[config.mk]
export PLATFORM = sky130hd
export DESIGN_NAME = fmhp_host_port
export DESIGN_NICKNAME = d
export VERILOG_FILES = /design/src/rtl/fmhp_pkg.sv /design/src/rtl/fmhp_host_port.sv
export VERILOG_INCLUDE_DIRS = /design/src /design/src/rtl
export SDC_FILE = /design/constraint.sdc
export NUM_CORES = 1
export LEC_CHECK = 0
export ABC_AREA = 1
export CAP_MARGIN = 20
export CORE_MARGIN = 5
export CORE_UTILIZATION = 50
export DETAILED_ROUTE_END_ITERATION = 7
export DONT_BUFFER_PORTS = 1
export SLEW_MARGIN = 5
export SYNTH_ARGS = -nofsm -noshare
export SYNTH_HDL_FRONTEND = slang
export SYNTH_SLANG_ARGS = --single-unit
[constraint.sdc]
create_clock -name clock -period 3 [get_ports clock]
set_clock_uncertainty 0.05 [all_clocks]
set_input_delay 0.15 -clock clock [delete_from_list [all_inputs] [get_ports clock]]
set_output_delay 0.15 -clock clock [all_outputs]
set_load 0.005 [all_outputs]
[src/rtl/fmhp_defs.svh]
`ifndef FMHP_DEFS_SVH
`define FMHP_DEFS_SVH

// Port widths
`define FMHP_ADDR_W        7
`define FMHP_DATA_W        8
`define FMHP_TEST_W        3
// Factory test value for normal operation
`define FMHP_TEST_NORMAL   3'h0
// Interface style strap values
`define FMHP_STYLE_SPLIT   1'h1
`define FMHP_STYLE_DSRW    1'h0
// Clock rate and reset pulse
`define FMHP_CLK_MHZ       50
`define FMHP_RESET_NS      1000
`define FMHP_RESET_CYC     ((`FMHP_RESET_NS * `FMHP_CLK_MHZ + 999) / 1000)
// Read data latency in clock cycles before completion
`define FMHP_READ_WAIT     2

`endif

[src/rtl/fmhp_pkg.sv]
package fmhp_pkg;
  typedef enum logic [2:0] {
    IDLE,
    WAIT_RD,
    WRITE,
    DONE,
    RELEASE
  } fmhp_state_e;

  // Synchronised host control pins
  typedef struct packed {
    logic       csN;
    logic       strobeN;
    logic       rwLevel;
    logic       style;
    logic [2:0] test;
    logic [6:0] addr;
    logic [7:0] wdata;
  } fmhp_ctl_s;

  // Register-side access request
  typedef struct packed {
    logic       rd;
    logic       wr;
    logic [6:0] addr;
    logic [7:0] wdata;
  } fmhp_req_s;

  // Full module state
  typedef struct packed {
    fmhp_ctl_s   s1;
    fmhp_ctl_s   s2;
    fmhp_state_e state;
    logic [1:0]  waitCnt;
    logic [6:0]  addr;
    logic [7:0]  rdData;
    fmhp_req_s   req;
    logic        dataOe;
    logic        doneN;
    logic        doneOe;
    logic        intN;
    logic        testMode;
    logic [1:0]  intS;
  } fmhp_state_s;
endpackage

[src/rtl/fmhp_host_port.sv]
`timescale 1ns/1ps
`include "fmhp_defs.svh"
module fmhp_host_port
  import fmhp_pkg::*;
(
  input  wire logic                      clock,
  input  wire logic                      rstn,
  input  wire logic                      interfaceStyleSelect,
  input  wire logic                      chipSelectN,
  input  wire logic                      dataStrobeN,
  input  wire logic                      rwLevel,
  input  wire logic [`FMHP_ADDR_W-1:0]   registerAddressBus,
  input  wire logic [`FMHP_DATA_W-1:0]   registerDataIn,
  output logic      [`FMHP_DATA_W-1:0]   registerDataOut,
  output logic                           registerDataOe,
  output logic                           completionN,
  output logic                           completionOe,
  input  wire logic                      interruptSource,
  output logic                           hostInterruptN,
  input  wire logic [`FMHP_TEST_W-1:0]   factoryTestSelect,
  output logic                           testModeActive,
  output logic                           regRead,
  output logic                           regWrite,
  output logic      [`FMHP_ADDR_W-1:0]   regAddr,
  output logic      [`FMHP_DATA_W-1:0]   regWriteData,
  input  wire logic [`FMHP_DATA_W-1:0]   regReadData
);

  fmhp_state_s st_r;
  fmhp_state_s st_nxt;
  logic        selected;
  logic        isRead;
  logic        isWrite;
  logic        bothStrobes;

  // Shared strobe pins decoded per strap style; the strap is read only
  // after its own synchroniser, so a strap moved under power settles
  // before it can steer a half-seen access
  always_comb begin
    selected    = !st_r.s2.csN;
    isRead      = 1'h0;
    isWrite     = 1'h0;
    if (st_r.s2.style == `FMHP_STYLE_SPLIT) begin
      // Split style: read strobe on strobe pin, write strobe on level pin
      isRead  = selected && !st_r.s2.strobeN;
      isWrite = selected && !st_r.s2.rwLevel;
    end else begin
      // Strobe-and-level style: one strobe, direction from the level
      isRead  = selected && !st_r.s2.strobeN && st_r.s2.rwLevel;
      isWrite = selected && !st_r.s2.strobeN && !st_r.s2.rwLevel;
    end
    // Both strobes at once has no meaning, so it is refused
    bothStrobes = isRead && isWrite;
  end

  // Next-state logic, one copy of the whole state
  always_comb begin
    st_nxt            = st_r;

    // Pin synchronisers: host pins, strap and test pins pass two flops;
    // address and data ride along with the strobes, so the word sampled
    // always belongs to the strobe that qualifies it
    st_nxt.s1.csN     = chipSelectN;
    st_nxt.s1.strobeN = dataStrobeN;
    st_nxt.s1.rwLevel = rwLevel;
    st_nxt.s1.style   = interfaceStyleSelect;
    st_nxt.s1.test    = factoryTestSelect;
    st_nxt.s1.addr    = registerAddressBus;
    st_nxt.s1.wdata   = registerDataIn;
    st_nxt.s2         = st_r.s1;

    // Interrupt level passes two flops, then pulls the pin low
    st_nxt.intS       = {st_r.intS[0], interruptSource};
    st_nxt.intN       = !st_r.intS[1];

    // Any nonzero test code leaves normal operation
    st_nxt.testMode   = (st_r.s2.test != `FMHP_TEST_NORMAL);

    // Register-side strobes are single-cycle pulses
    st_nxt.req.rd     = 1'h0;
    st_nxt.req.wr     = 1'h0;

    unique case (st_r.state)
      IDLE: begin
        // Accept one direction only; both strobes together is refused
        if (isRead && !bothStrobes) begin
          st_nxt.addr     = st_r.s2.addr;
          st_nxt.req.addr = st_r.s2.addr;
          st_nxt.req.rd   = 1'h1;
          st_nxt.waitCnt  = 2'h0;
          st_nxt.state    = WAIT_RD;
        end else if (isWrite && !bothStrobes) begin
          // Write data taken here, one cycle before completion is shown
          st_nxt.req.addr  = st_r.s2.addr;
          st_nxt.req.wdata = st_r.s2.wdata;
          st_nxt.req.wr    = 1'h1;
          st_nxt.state     = WRITE;
        end
      end

      WAIT_RD: begin
        if (!selected) begin
          // Host gave up mid-read: free the pins, never show completion
          st_nxt.dataOe = 1'h0;
          st_nxt.doneOe = 1'h0;
          st_nxt.state  = RELEASE;
        end else begin
          // Register file answers in the same cycle as the request pulse
          if (st_r.waitCnt == 2'h0) begin
            st_nxt.rdData = regReadData;
          end
          // Data goes out a cycle ahead of completion for setup margin
          st_nxt.dataOe  = 1'h1;
          st_nxt.doneOe  = 1'h1;
          st_nxt.waitCnt = st_r.waitCnt + 2'h1;
          if (st_r.waitCnt == 2'(`FMHP_READ_WAIT - 1)) begin
            st_nxt.doneN = 1'h0;
            st_nxt.state = DONE;
          end
        end
      end

      WRITE: begin
        // Write already latched, so completion may follow at once;
        // a host that dropped select meanwhile gets no completion
        if (selected) begin
          st_nxt.doneOe = 1'h1;
          st_nxt.doneN  = 1'h0;
          st_nxt.state  = DONE;
        end else begin
          st_nxt.state  = RELEASE;
        end
      end

      DONE: begin
        // Hold completion until the strobe or select goes away
        if (!(isRead || isWrite)) begin
          st_nxt.doneN = 1'h1;
          st_nxt.state = RELEASE;
        end
      end

      RELEASE: begin
        // Data driver off and completion driven inactive before the next access can be taken
        st_nxt.dataOe = 1'h0;
        st_nxt.doneN  = 1'h1;
        st_nxt.state  = IDLE;
      end
    endcase

    // Deselect frees both three-state pins together; completion goes
    // inactive in the same cycle so an undriven pin never reads as done
    if (!selected) begin
      st_nxt.dataOe = 1'h0;
      st_nxt.doneOe = 1'h0;
      st_nxt.doneN  = 1'h1;
    end
  end

  // State register; reset loads the synchronisers with fixed idle levels,
  // strap as strobe-and-level style, whatever the pins show as reset lifts
  always_ff @(posedge clock or negedge rstn) begin
    if (!rstn) begin
      st_r <= '{s1: '{csN: 1'h1, strobeN: 1'h1, rwLevel: 1'h1, style: 1'h0,
                      test: 3'h0, addr: 7'h00, wdata: 8'h00},
                s2: '{csN: 1'h1, strobeN: 1'h1, rwLevel: 1'h1, style: 1'h0,
                      test: 3'h0, addr: 7'h00, wdata: 8'h00},
                state: IDLE,
                waitCnt: 2'h0,
                addr: 7'h00,
                rdData: 8'h00,
                req: '0,
                dataOe: 1'h0,
                doneN: 1'h1,
                doneOe: 1'h0,
                intN: 1'h1,
                testMode: 1'h0,
                intS: 2'h0};
    end else begin
      st_r <= st_nxt;
    end
  end

  // Host-side pins, all straight from the state register
  assign registerDataOut = st_r.rdData;
  assign registerDataOe  = st_r.dataOe;
  assign completionN     = st_r.doneN;
  assign completionOe    = st_r.doneOe;
  assign hostInterruptN  = st_r.intN;
  assign testModeActive  = st_r.testMode;

  // Register-file side; address and data stay put after the pulse
  assign regRead         = st_r.req.rd;
  assign regWrite        = st_r.req.wr;
  assign regAddr         = st_r.req.addr;
  assign regWriteData    = st_r.req.wdata;

endmodule

# Word-level counts from Yosys, hierarchy flattened
# Index checks and enable logic that the tools add are counted.
[word_totals] register_bits=88 input_bits=33 output_inout_bits=30 elab_cells=95
[classes] n_addsub=1 n_eq_ne=11 muxes=24 bitwise=2 n_reduce_logical=29
[ops] op="two-way mux 3 bit" n=7
[ops] op="two-way mux 17 bit" n=1
[ops] op="two-way mux 16 bit" n=1
[ops] op="one-hot mux 3 bit (5 select lines)" n=1
[ops] op="AND reduction 3 bit" n=5
[ops] op="two-way mux 9 bit" n=1
[ops] op="inequality test 3 bit (second input constant)" n=3
[ops] op="two-way mux 8 bit" n=1
[ops] op="logical AND 1 bit" n=7
[ops] op="two-way mux 1 bit" n=7
[ops] op="two-way mux 7 bit" n=1
[ops] op="== test 3 x 2 -> 1 bit (second input constant)" n=2
[ops] op="inequality test 2 bit (second input constant)" n=3
[ops] op="nonzero test 2 bit" n=3
[ops] op="nonzero test 3 bit" n=2
[ops] op="zero test 1 bit" n=5
[ops] op="nonzero test 5 bit" n=1
[ops] op="one-hot mux 1 bit (4 select lines)" n=1
[ops] op="one-hot mux 2 bit (2 select lines)" n=1
[ops] op="AND reduction 2 bit" n=2
[ops] op="== test 3 x 1 -> 1 bit (second input constant)" n=1
[ops] op="== test 3 bit (second input constant)" n=1
[ops] op="zero test 3 bit" n=1
[ops] op="adder 2 x 1 -> 2 bit (second input constant)" n=1
[ops] op="other kinds (7)" n=8

# Longest topological paths before layout
# Gate-level depths: netlist of the first run.
[logic_depth] word_depth=10 ltp_mapped=10 depth_no_buf=10

# Worst setup path before layout of the first run
# No wires, ideal clock.
[synth_timing] path_type="register -> register" from="register st_r[65] in the netlist's numbering" to="register st_r, in the netlist regAddr[0]" setup_time_ns=0.121 arrival_time_ns=1.579 required_time_ns=2.829 slack_ns=1.251 path_stages_with_launch=9 path_buffers=1 period_less_slack_ns=1.749 cell_sequence="dfstp_2 nor2_1 o21ai_0 inv_1 ha_1 or2_2 clkbuf_1 nand3_1 nand2_1"
[synth_between] elab_chain_len=9 elab_cells_between_ends=14 classes_between="mux (3); reduce/logical (11)"
[synth_rtl] element="from (decl)" line="fmhp_host_port.sv:29" rtl="fmhp_state_s st_r;"
[synth_rtl] element="from (signal assigned)" line="fmhp_host_port.sv:164" rtl="st_r <= '{s1: '{csN: 1'h1, strobeN: 1'h1, rwLevel: 1'h1, style: 1'h0,"
[synth_rtl] element="from (signal assigned)" line="fmhp_host_port.sv:180" rtl="st_r <= st_nxt;"
[synth_rtl] element="zero test 1 bit (*)" line="fmhp_host_port.sv:40" rtl="selected = !st_r.s2.csN;"
[synth_rtl] element="logical AND 1 bit" line="fmhp_host_port.sv:45, fmhp_host_port.sv:49, fmhp_host_port.sv:50"
[synth_rtl] element="logical AND 1 bit, on equally long branches" line="fmhp_host_port.sv:49, fmhp_host_port.sv:50"
[synth_rtl] element="two-way mux 1 bit" line="fmhp_host_port.sv:43" rtl="if (st_r.s2.style == `FMHP_STYLE_SPLIT) begin"
[synth_rtl] element="logical AND 1 bit" line="fmhp_host_port.sv:53" rtl="bothStrobes = isRead && isWrite;"
[synth_rtl] element="zero test 1 bit" line="fmhp_host_port.sv:86, fmhp_host_port.sv:92"
[synth_rtl] element="logical AND 1 bit, on equally long branches" line="fmhp_host_port.sv:86, fmhp_host_port.sv:92"
[synth_rtl] element="nonzero test 2 bit (no source line)"
[synth_rtl] element="AND reduction 2 bit (no source line)"
# Mark *: on every way between the ends. The rest lies on a longest branch, timed or not.
# A chain may end at the register's enable or synchronous reset.

# Final worst setup path of the first run
[layout_timing] from="register st_r[65] in the netlist's numbering" to="register st_r, in the netlist regAddr[5]"
# The elaborated chain is that of the path after synthesis.

==> results of run 1 <==
per-stage QoR:
| step | instances | util (%) |
|---|---|---|
| 6_report | 355 | 58.6 |
| 5_1_grt | 355 | 58.6 |
| 4_1_cts | 355 | 58.6 |
| 3_5_place_dp | 307 | 48.9 |
| 3_3_place_gp | 307 | 48.9 |
| 2_1_floorplan | 258 | - |
report_power, final:
group	internal (mW)	switching [mW]	total [mW]
Sequential	1.34	0.187	1.53
Clock	0.467	0.386	0.853
Combinational	0.216	0.360	0.576
registers in the layout, summed over array words and instances (netlist names):
register         flops
regWriteData         8
regRead              1
regAddr              7
completionOe         1
regWrite             1
registerDataOut      8
testModeActive       1
completionN          1
registerDataOe       1
hostInterruptN       1
st_r                28
st_nxt              23
repair_timing:
action	4_1_cts	5_1_grt
endpoints found under the hold margin	112	0
hold buffers	33	0
buffers inserted	0	0
final timing paths:
check,from,cells after the start,end,slack [ns]
setup reg to reg,st_r[65],6,regAddr[5],1.21
max in group asynchronous,rstn,2,st_r[64],2.25
hold reg to reg,st_nxt[45],0,st_r[45],0.30
setup / recovery,st_r[65],6,regAddr[5],1.21
min in group asynchronous,rstn,2,st_nxt[57],0.32
hold / removal,st_nxt[45],0,st_r[45],0.30
cell families (layout without fill, tap and decap cells):
logic type,after synthesis,count (layout)
AND/OR/NAND/NOR,118,118
flip-flops,81,81
buffers and inverters,43,65
AO/OA/AOI/OAI,10,10
adder cells (fa/ha/maj),6,6
layer usage:
metal	vias to the layer above	track usage (%)
met3	6	4.28
met1	775	18.0
met2	36	22.7
li1	817	-
met5	-	0
met4	0	7.22
cells in the final DEF (no fill, tap or decap), drive strengths merged:
| cell type | netlist | routed |
|---|---|---|
| nand2 | 78 | 78 |
| dfrtp | 73 | 73 |
| dlygate4sd3 | 0 | 32 |
| nand3 | 23 | 23 |
| inv | 17 | 18 |
| o21ai | 10 | 10 |
| nor2 | 10 | 10 |
| clkbuf | 2 | 9 |
| dfstp | 8 | 8 |
| ha | 6 | 6 |
| clkinvlp | 0 | 3 |
| nor3 | 2 | 2 |
| bufinv | 0 | 2 |
| nand3b | 2 | 2 |
| or3 | 1 | 1 |
| or2 | 1 | 1 |
| and2 | 1 | 1 |
| buf | 24 | 1 |
area by class of cell:
class | count | area share, %
Inverter | 17 | 1.95
Timing Repair Buffer | 33 | 10.2
Multi-Input combinational cell | 134 | 19.0
Clock buffer | 9 | 3.64
Clock inverter | 6 | 2.68
Tap cell | 75 | 2.76
Sequential cell | 81 | 59.8
==> impl_metrics.env, run 1 <==
export IMPL_outcome="finished, final reports clean"
export IMPL_critPathRequiredTime_ns=3.18
export IMPL_grt_max_degree=82
export IMPL_fill_cells=506
export IMPL_cp_max_fo=7
export IMPL_hold_class="reg -> reg"
export IMPL_numCtsBuffers=9
export IMPL_yosysTopAreaCellShare_pct=62.2
export IMPL_ys_warn_count=0
export IMPL_drive_gt1_share_pct=13.2
export IMPL_synth_ff_type="dfrtp_1"
export IMPL_setup_ws_ns=1.21
export IMPL_grt_pass1_vias=1682
export IMPL_dieWidth_microns=86.6
export IMPL_worst_setup_hold_path_clk_slew_ns=0.08
export IMPL_syn_inst=258
export IMPL_ioPinCount=63
export IMPL_dp_hpwl_microns=2920
export IMPL_yosysUniqueCellTypes=22
export IMPL_drt_wl_total_microns=4730
export IMPL_die_y_microns=86.6
export IMPL_p_per_area_nw_per_um2=868
export IMPL_cts_max_path_buffers=2
export IMPL_slowest_delay_ns=0.40
export IMPL_slew_violations=0
export IMPL_clkLatencyLatePin_ns=0.34
export IMPL_routed_top_layer="met4"
export IMPL_whs_ns=0.301
export IMPL_area_delta_synth_final_pct=16.0
export IMPL_yosys_area_top_type="dfrtp_1"
export IMPL_via_per_inst=4.60
export IMPL_regArea_sq_um=2040
export IMPL_relSlewSlack_pct=67.0
export IMPL_synth_edf_count=0
export IMPL_root_buffer="clkbuf_8"
export IMPL_post_drt_wl_per_cell_microns=13.3
export IMPL_synth_top_family_by_area="simple AND/OR/NAND/NOR gates"
export IMPL_synth_fp_nets=297
export IMPL_cts_tree="yes"
export IMPL_multi_input_area_sq_um=646
export IMPL_start_kind="register"
export IMPL_p_leak_nw=1.68
export IMPL_met3_length_microns=269
export IMPL_antenna_found_initial=0
export IMPL_met2_length_microns=2440
export IMPL_drtIter0Drc=107
export IMPL_synth_cell_area_sq_um=2940
export IMPL_synth_simple_gate_area_share_pct=17.7
export IMPL_nNetsFinal=315
export IMPL_total_power_mw=2.96
export IMPL_first_pass_iters=4
export IMPL_core_sq_um=5820
export IMPL_period_needed_ns=1.79
export IMPL_critical_path_buf_inv_count=1
export IMPL_vias=1634
export IMPL_grt_first_pass_wirelength_microns=8160
export IMPL_ys_seq_area_share_pct=69.4
export IMPL_syn_area_per_cell_sq_um=11.4
export IMPL_setup_tns_final_ns=0
export IMPL_io_buffers=0
export IMPL_worst_pin_slew_ns=0.495
export IMPL_grtUsageTotal_pct=14.3
export IMPL_cts_max_level=3
export IMPL_min_period_over_period_pct=59.7
export IMPL_grt_ovfl_total=0
export IMPL_synth_fa_ha_area_share_pct=2.56
export IMPL_die_area_sq_um=7510
export IMPL_synth_xor_area_share_pct=0
export IMPL_drtAntennaViolNets=0
export IMPL_muxShareOfSynthArea_pct=0
export IMPL_path_delay_family="simple AND/OR/NAND/NOR gates"
export IMPL_crit_chain="nor3_1 -> inv_1 -> ha_1 -> or2_2 -> nand3_1 -> nand2_1"
export IMPL_cap_viol_max_count=0
export IMPL_synth_area_top_cells="dfrtp_1 62%, nand2_1 9.7%, dfstp_2 7.2%"
export IMPL_initial_utilization_pct=50.5
export IMPL_place_ws_ns=1.21
export IMPL_place_gp_congestion=0.805
export IMPL_synthTopCellsByCount="76 x nand2_1, 73 x dfrtp_1, 24 x buf_4"
export IMPL_finalHoldViolations=0
export IMPL_cts_resized=0
export IMPL_yosysMostFrequentCell="nand2_1"
export IMPL_ir_drop_v=0.000437
export IMPL_rsz0062_at_grt="no"
export IMPL_fin_area_sq_um=3410
export IMPL_setup_viol=0
export IMPL_drc=0
export IMPL_crit_type="reg -> reg"
export IMPL_clock_sinks=81
export IMPL_critPathArrivalTime_ns=1.97
export IMPL_diodes=0
export IMPL_wl_met1_microns=1960
export IMPL_synthArstFlopShare_pct=100
export IMPL_ys_ff_latch=81
export IMPL_dpl_instance_area_sq_um=2840
export IMPL_cp_slowest_cell="dfstp_2"
export IMPL_crit_path_end_kind="register"
export IMPL_fmax_mhz=559
export IMPL_num_rows=28
export IMPL_synth_compound_area_share_pct=1.70
Note: power is estimated with default switching activity, not from simulation.
==> inputs of run 2 (changes only) <==
PLACE_DENSITY = 0.68   (was not set)
clock period = 1.4 ns   (was 3 ns; I/O delays follow)
==> run 2 against run 1 <==
The flow now finishes with violations (negative hold slack, negative setup slack). Maximum frequency up 11%. Combinational power rose to 2.6 times the previous value. Critical path depth rose by 2. Worst hold slack worse by 0.94 ns. First-iteration DRC count decreased by 15%. Register-to-register slack got worse by 1.4 ns. Global-route usage up 0.74 points. Clock power increased by 110%. Critical endpoint is now regAddr[3]. Non-clock buffer count up 9. Critical path type unchanged. Power increased by 120%. Via count grew 6.7%. Cell area rose by 6.3%.
==> impl_metrics.env, run 2 (synthesis results as in run 1) <==
export IMPL_rsz0062_at_grt="yes"
export IMPL_first_pass_iters=4
export IMPL_setup_ws_ns=-0.214
export IMPL_grt_ovfl_total=0
export IMPL_via_per_inst=4.77
export IMPL_drt_wl_total_microns=5130
export IMPL_regMostFlops="st_r"
export IMPL_violations="negative hold slack, negative setup slack"
export IMPL_core_sq_um=5820
export IMPL_path_delay_family="flip-flops"
export IMPL_p_comb_share_pct=22.6
export IMPL_cap_viol_max_count=0
export IMPL_grtUsageTotal_pct=15.1
export IMPL_numCtsBuffers=9
export IMPL_switching_share_pct=32.5
export IMPL_drtIter0Drc=91
export IMPL_whs_ns=-0.634
export IMPL_vias=1744
export IMPL_p_sw_mw=2.12
export IMPL_power_sequential_fraction_pct=50.6
export IMPL_crit_type="reg -> reg"
export IMPL_post_drt_wl_per_cell_microns=14.0
export IMPL_drive_gt1_share_pct=25.1
export IMPL_initial_utilization_pct=50.5
export IMPL_most_common_layout_cells="72 x dfrtp_1, 70 x nand2_1, 31 x dlygate4sd3_1"
export IMPL_p_int_mw=4.40
export IMPL_p_per_area_nw_per_um2=1800
export IMPL_finalHoldViolations=81
export IMPL_grt_max_degree=82
export IMPL_fill_cells=460
export IMPL_cts_max_level=3
export IMPL_final_util_pct=62.3
export IMPL_period_needed_ns=1.61
export IMPL_die_area_sq_um=7510
export IMPL_ioPinCount=63
export IMPL_cts_max_path_buffers=2
export IMPL_crit_path_end_kind="register"
export IMPL_nNetsFinal=325
export IMPL_dp_hpwl_microns=3100
export IMPL_critical_path_buf_inv_count=3
export IMPL_drc=0
export IMPL_dieWidth_microns=86.6
export IMPL_grt_pass1_vias=1859
export IMPL_place_gp_congestion=0.808
export IMPL_p_clk_share_pct=26.9
export IMPL_critPathRequiredTime_ns=1.58
export IMPL_cts_tree="yes"
export IMPL_total_power_mw=6.52
export IMPL_relSlewSlack_pct=80.3
export IMPL_area_delta_synth_final_pct=23.3
export IMPL_ir_drop_v=0.00103
export IMPL_fin_area_sq_um=3620
export IMPL_antenna_found_initial=0
export IMPL_diodes=0
export IMPL_hold_class="in -> async"
export IMPL_fmax_mhz=620
export IMPL_place_ws_ns=-0.278
export IMPL_start_kind="register"
export IMPL_dpl_instance_area_sq_um=2930
export IMPL_num_rows=28
export IMPL_root_buffer="clkbuf_8"
export IMPL_clock_sinks=81
export IMPL_setup_viol=22
export IMPL_min_period_over_period_pct=115
export IMPL_clkLatencyLatePin_ns=0.33
export IMPL_largest_reg_flops=28
export IMPL_worst_pin_slew_ns=0.293
export IMPL_setup_tns_final_ns=-3.77
export IMPL_io_buffers=0
export IMPL_final_cells=366
export IMPL_p_leak_nw=1.74
export IMPL_slew_violations=0
export IMPL_worst_setup_hold_path_clk_slew_ns=0.08
export IMPL_slowest_delay_ns=0.55
export IMPL_cp_max_fo=6
export IMPL_grt_first_pass_wirelength_microns=8550
export IMPL_dp_cells=314
export IMPL_crit_chain="inv_2 -> nor2_4 -> nor3_2 -> buf_4 -> ha_4 -> buf_6 -> o21ai_2 -> nand2_1"
export IMPL_final_common_cell="dfrtp_1"
export IMPL_cts_hold_buffers=31
export IMPL_cp_slowest_cell="dfstp_2"
export IMPL_drtAntennaViolNets=0
export IMPL_critPathArrivalTime_ns=1.80
export IMPL_outcome="finished with violations"
export IMPL_die_y_microns=86.6
==> run 2: power by group through the flow <==
stage / clock, mW / sequential [mW] / combinational (mW)
after floorplan: 0 / 3.13 / 1.47
after global placement: 0 / 3.32 / 1.17
after detailed placement: 0 / 3.34 / 1.21
final: 1.75 / 3.29 / 1.47
after CTS: 1.80 / 3.30 / 1.34
after global routing: 1.90 / 3.37 / 1.69
==> run 2: path summary, 6_finish.rpt <==
kind	startpoint	slack (ns)	end	cells after the start
worst max register to register	st_r[64]	-0.21	regAddr[3]	8
min in group clock	rwLevel	0.23	st_nxt[63]	1
worst min-delay path	rstn	-0.63	st_r[45]	0
worst max-delay path	st_r[64]	-0.21	regAddr[3]	8
worst min register to register	st_nxt[47]	0.30	st_r[47]	0
max in group asynchronous	rstn	1.74	completionN	0
==> run 2: timing repair <==
action                     4_1_cts  5_1_grt
pin swaps                       13        6
cloned                           0        1
gates resized for setup         19       20
hold endpoints to repair       112       81
setup endpoints to repair       21       31
setup buffers                    3        1
==> run 2: final cells by class <==
type | instances | area [sq um] | area share (%)
multi-input cells | 134 | 787 | 21.7
repair buffers | 42 | 409 | 11.3
clock buffers | 11 | 151 | 4.18
well taps | 75 | 93.8 | 2.59
clock inverters | 5 | 61.3 | 1.69
repair inverters | 1 | 8.76 | 0.242
inverters | 17 | 71.3 | 1.97
flip-flops and latches | 81 | 2040 | 56.3
==> run 2: layer usage <==
| layer | GRT usage (%) | part of all wire [%] | vias up |
|---|---|---|---|
| li1 | - | - | 839 |
| met1 | 16.8 | 40 | 853 |
| met4 | 7.08 | 1.3 | 0 |
| met2 | 25.0 | 52 | 46 |
| met3 | 6.37 | 7.1 | 6 |
| met5 | 0 | 0 | - |
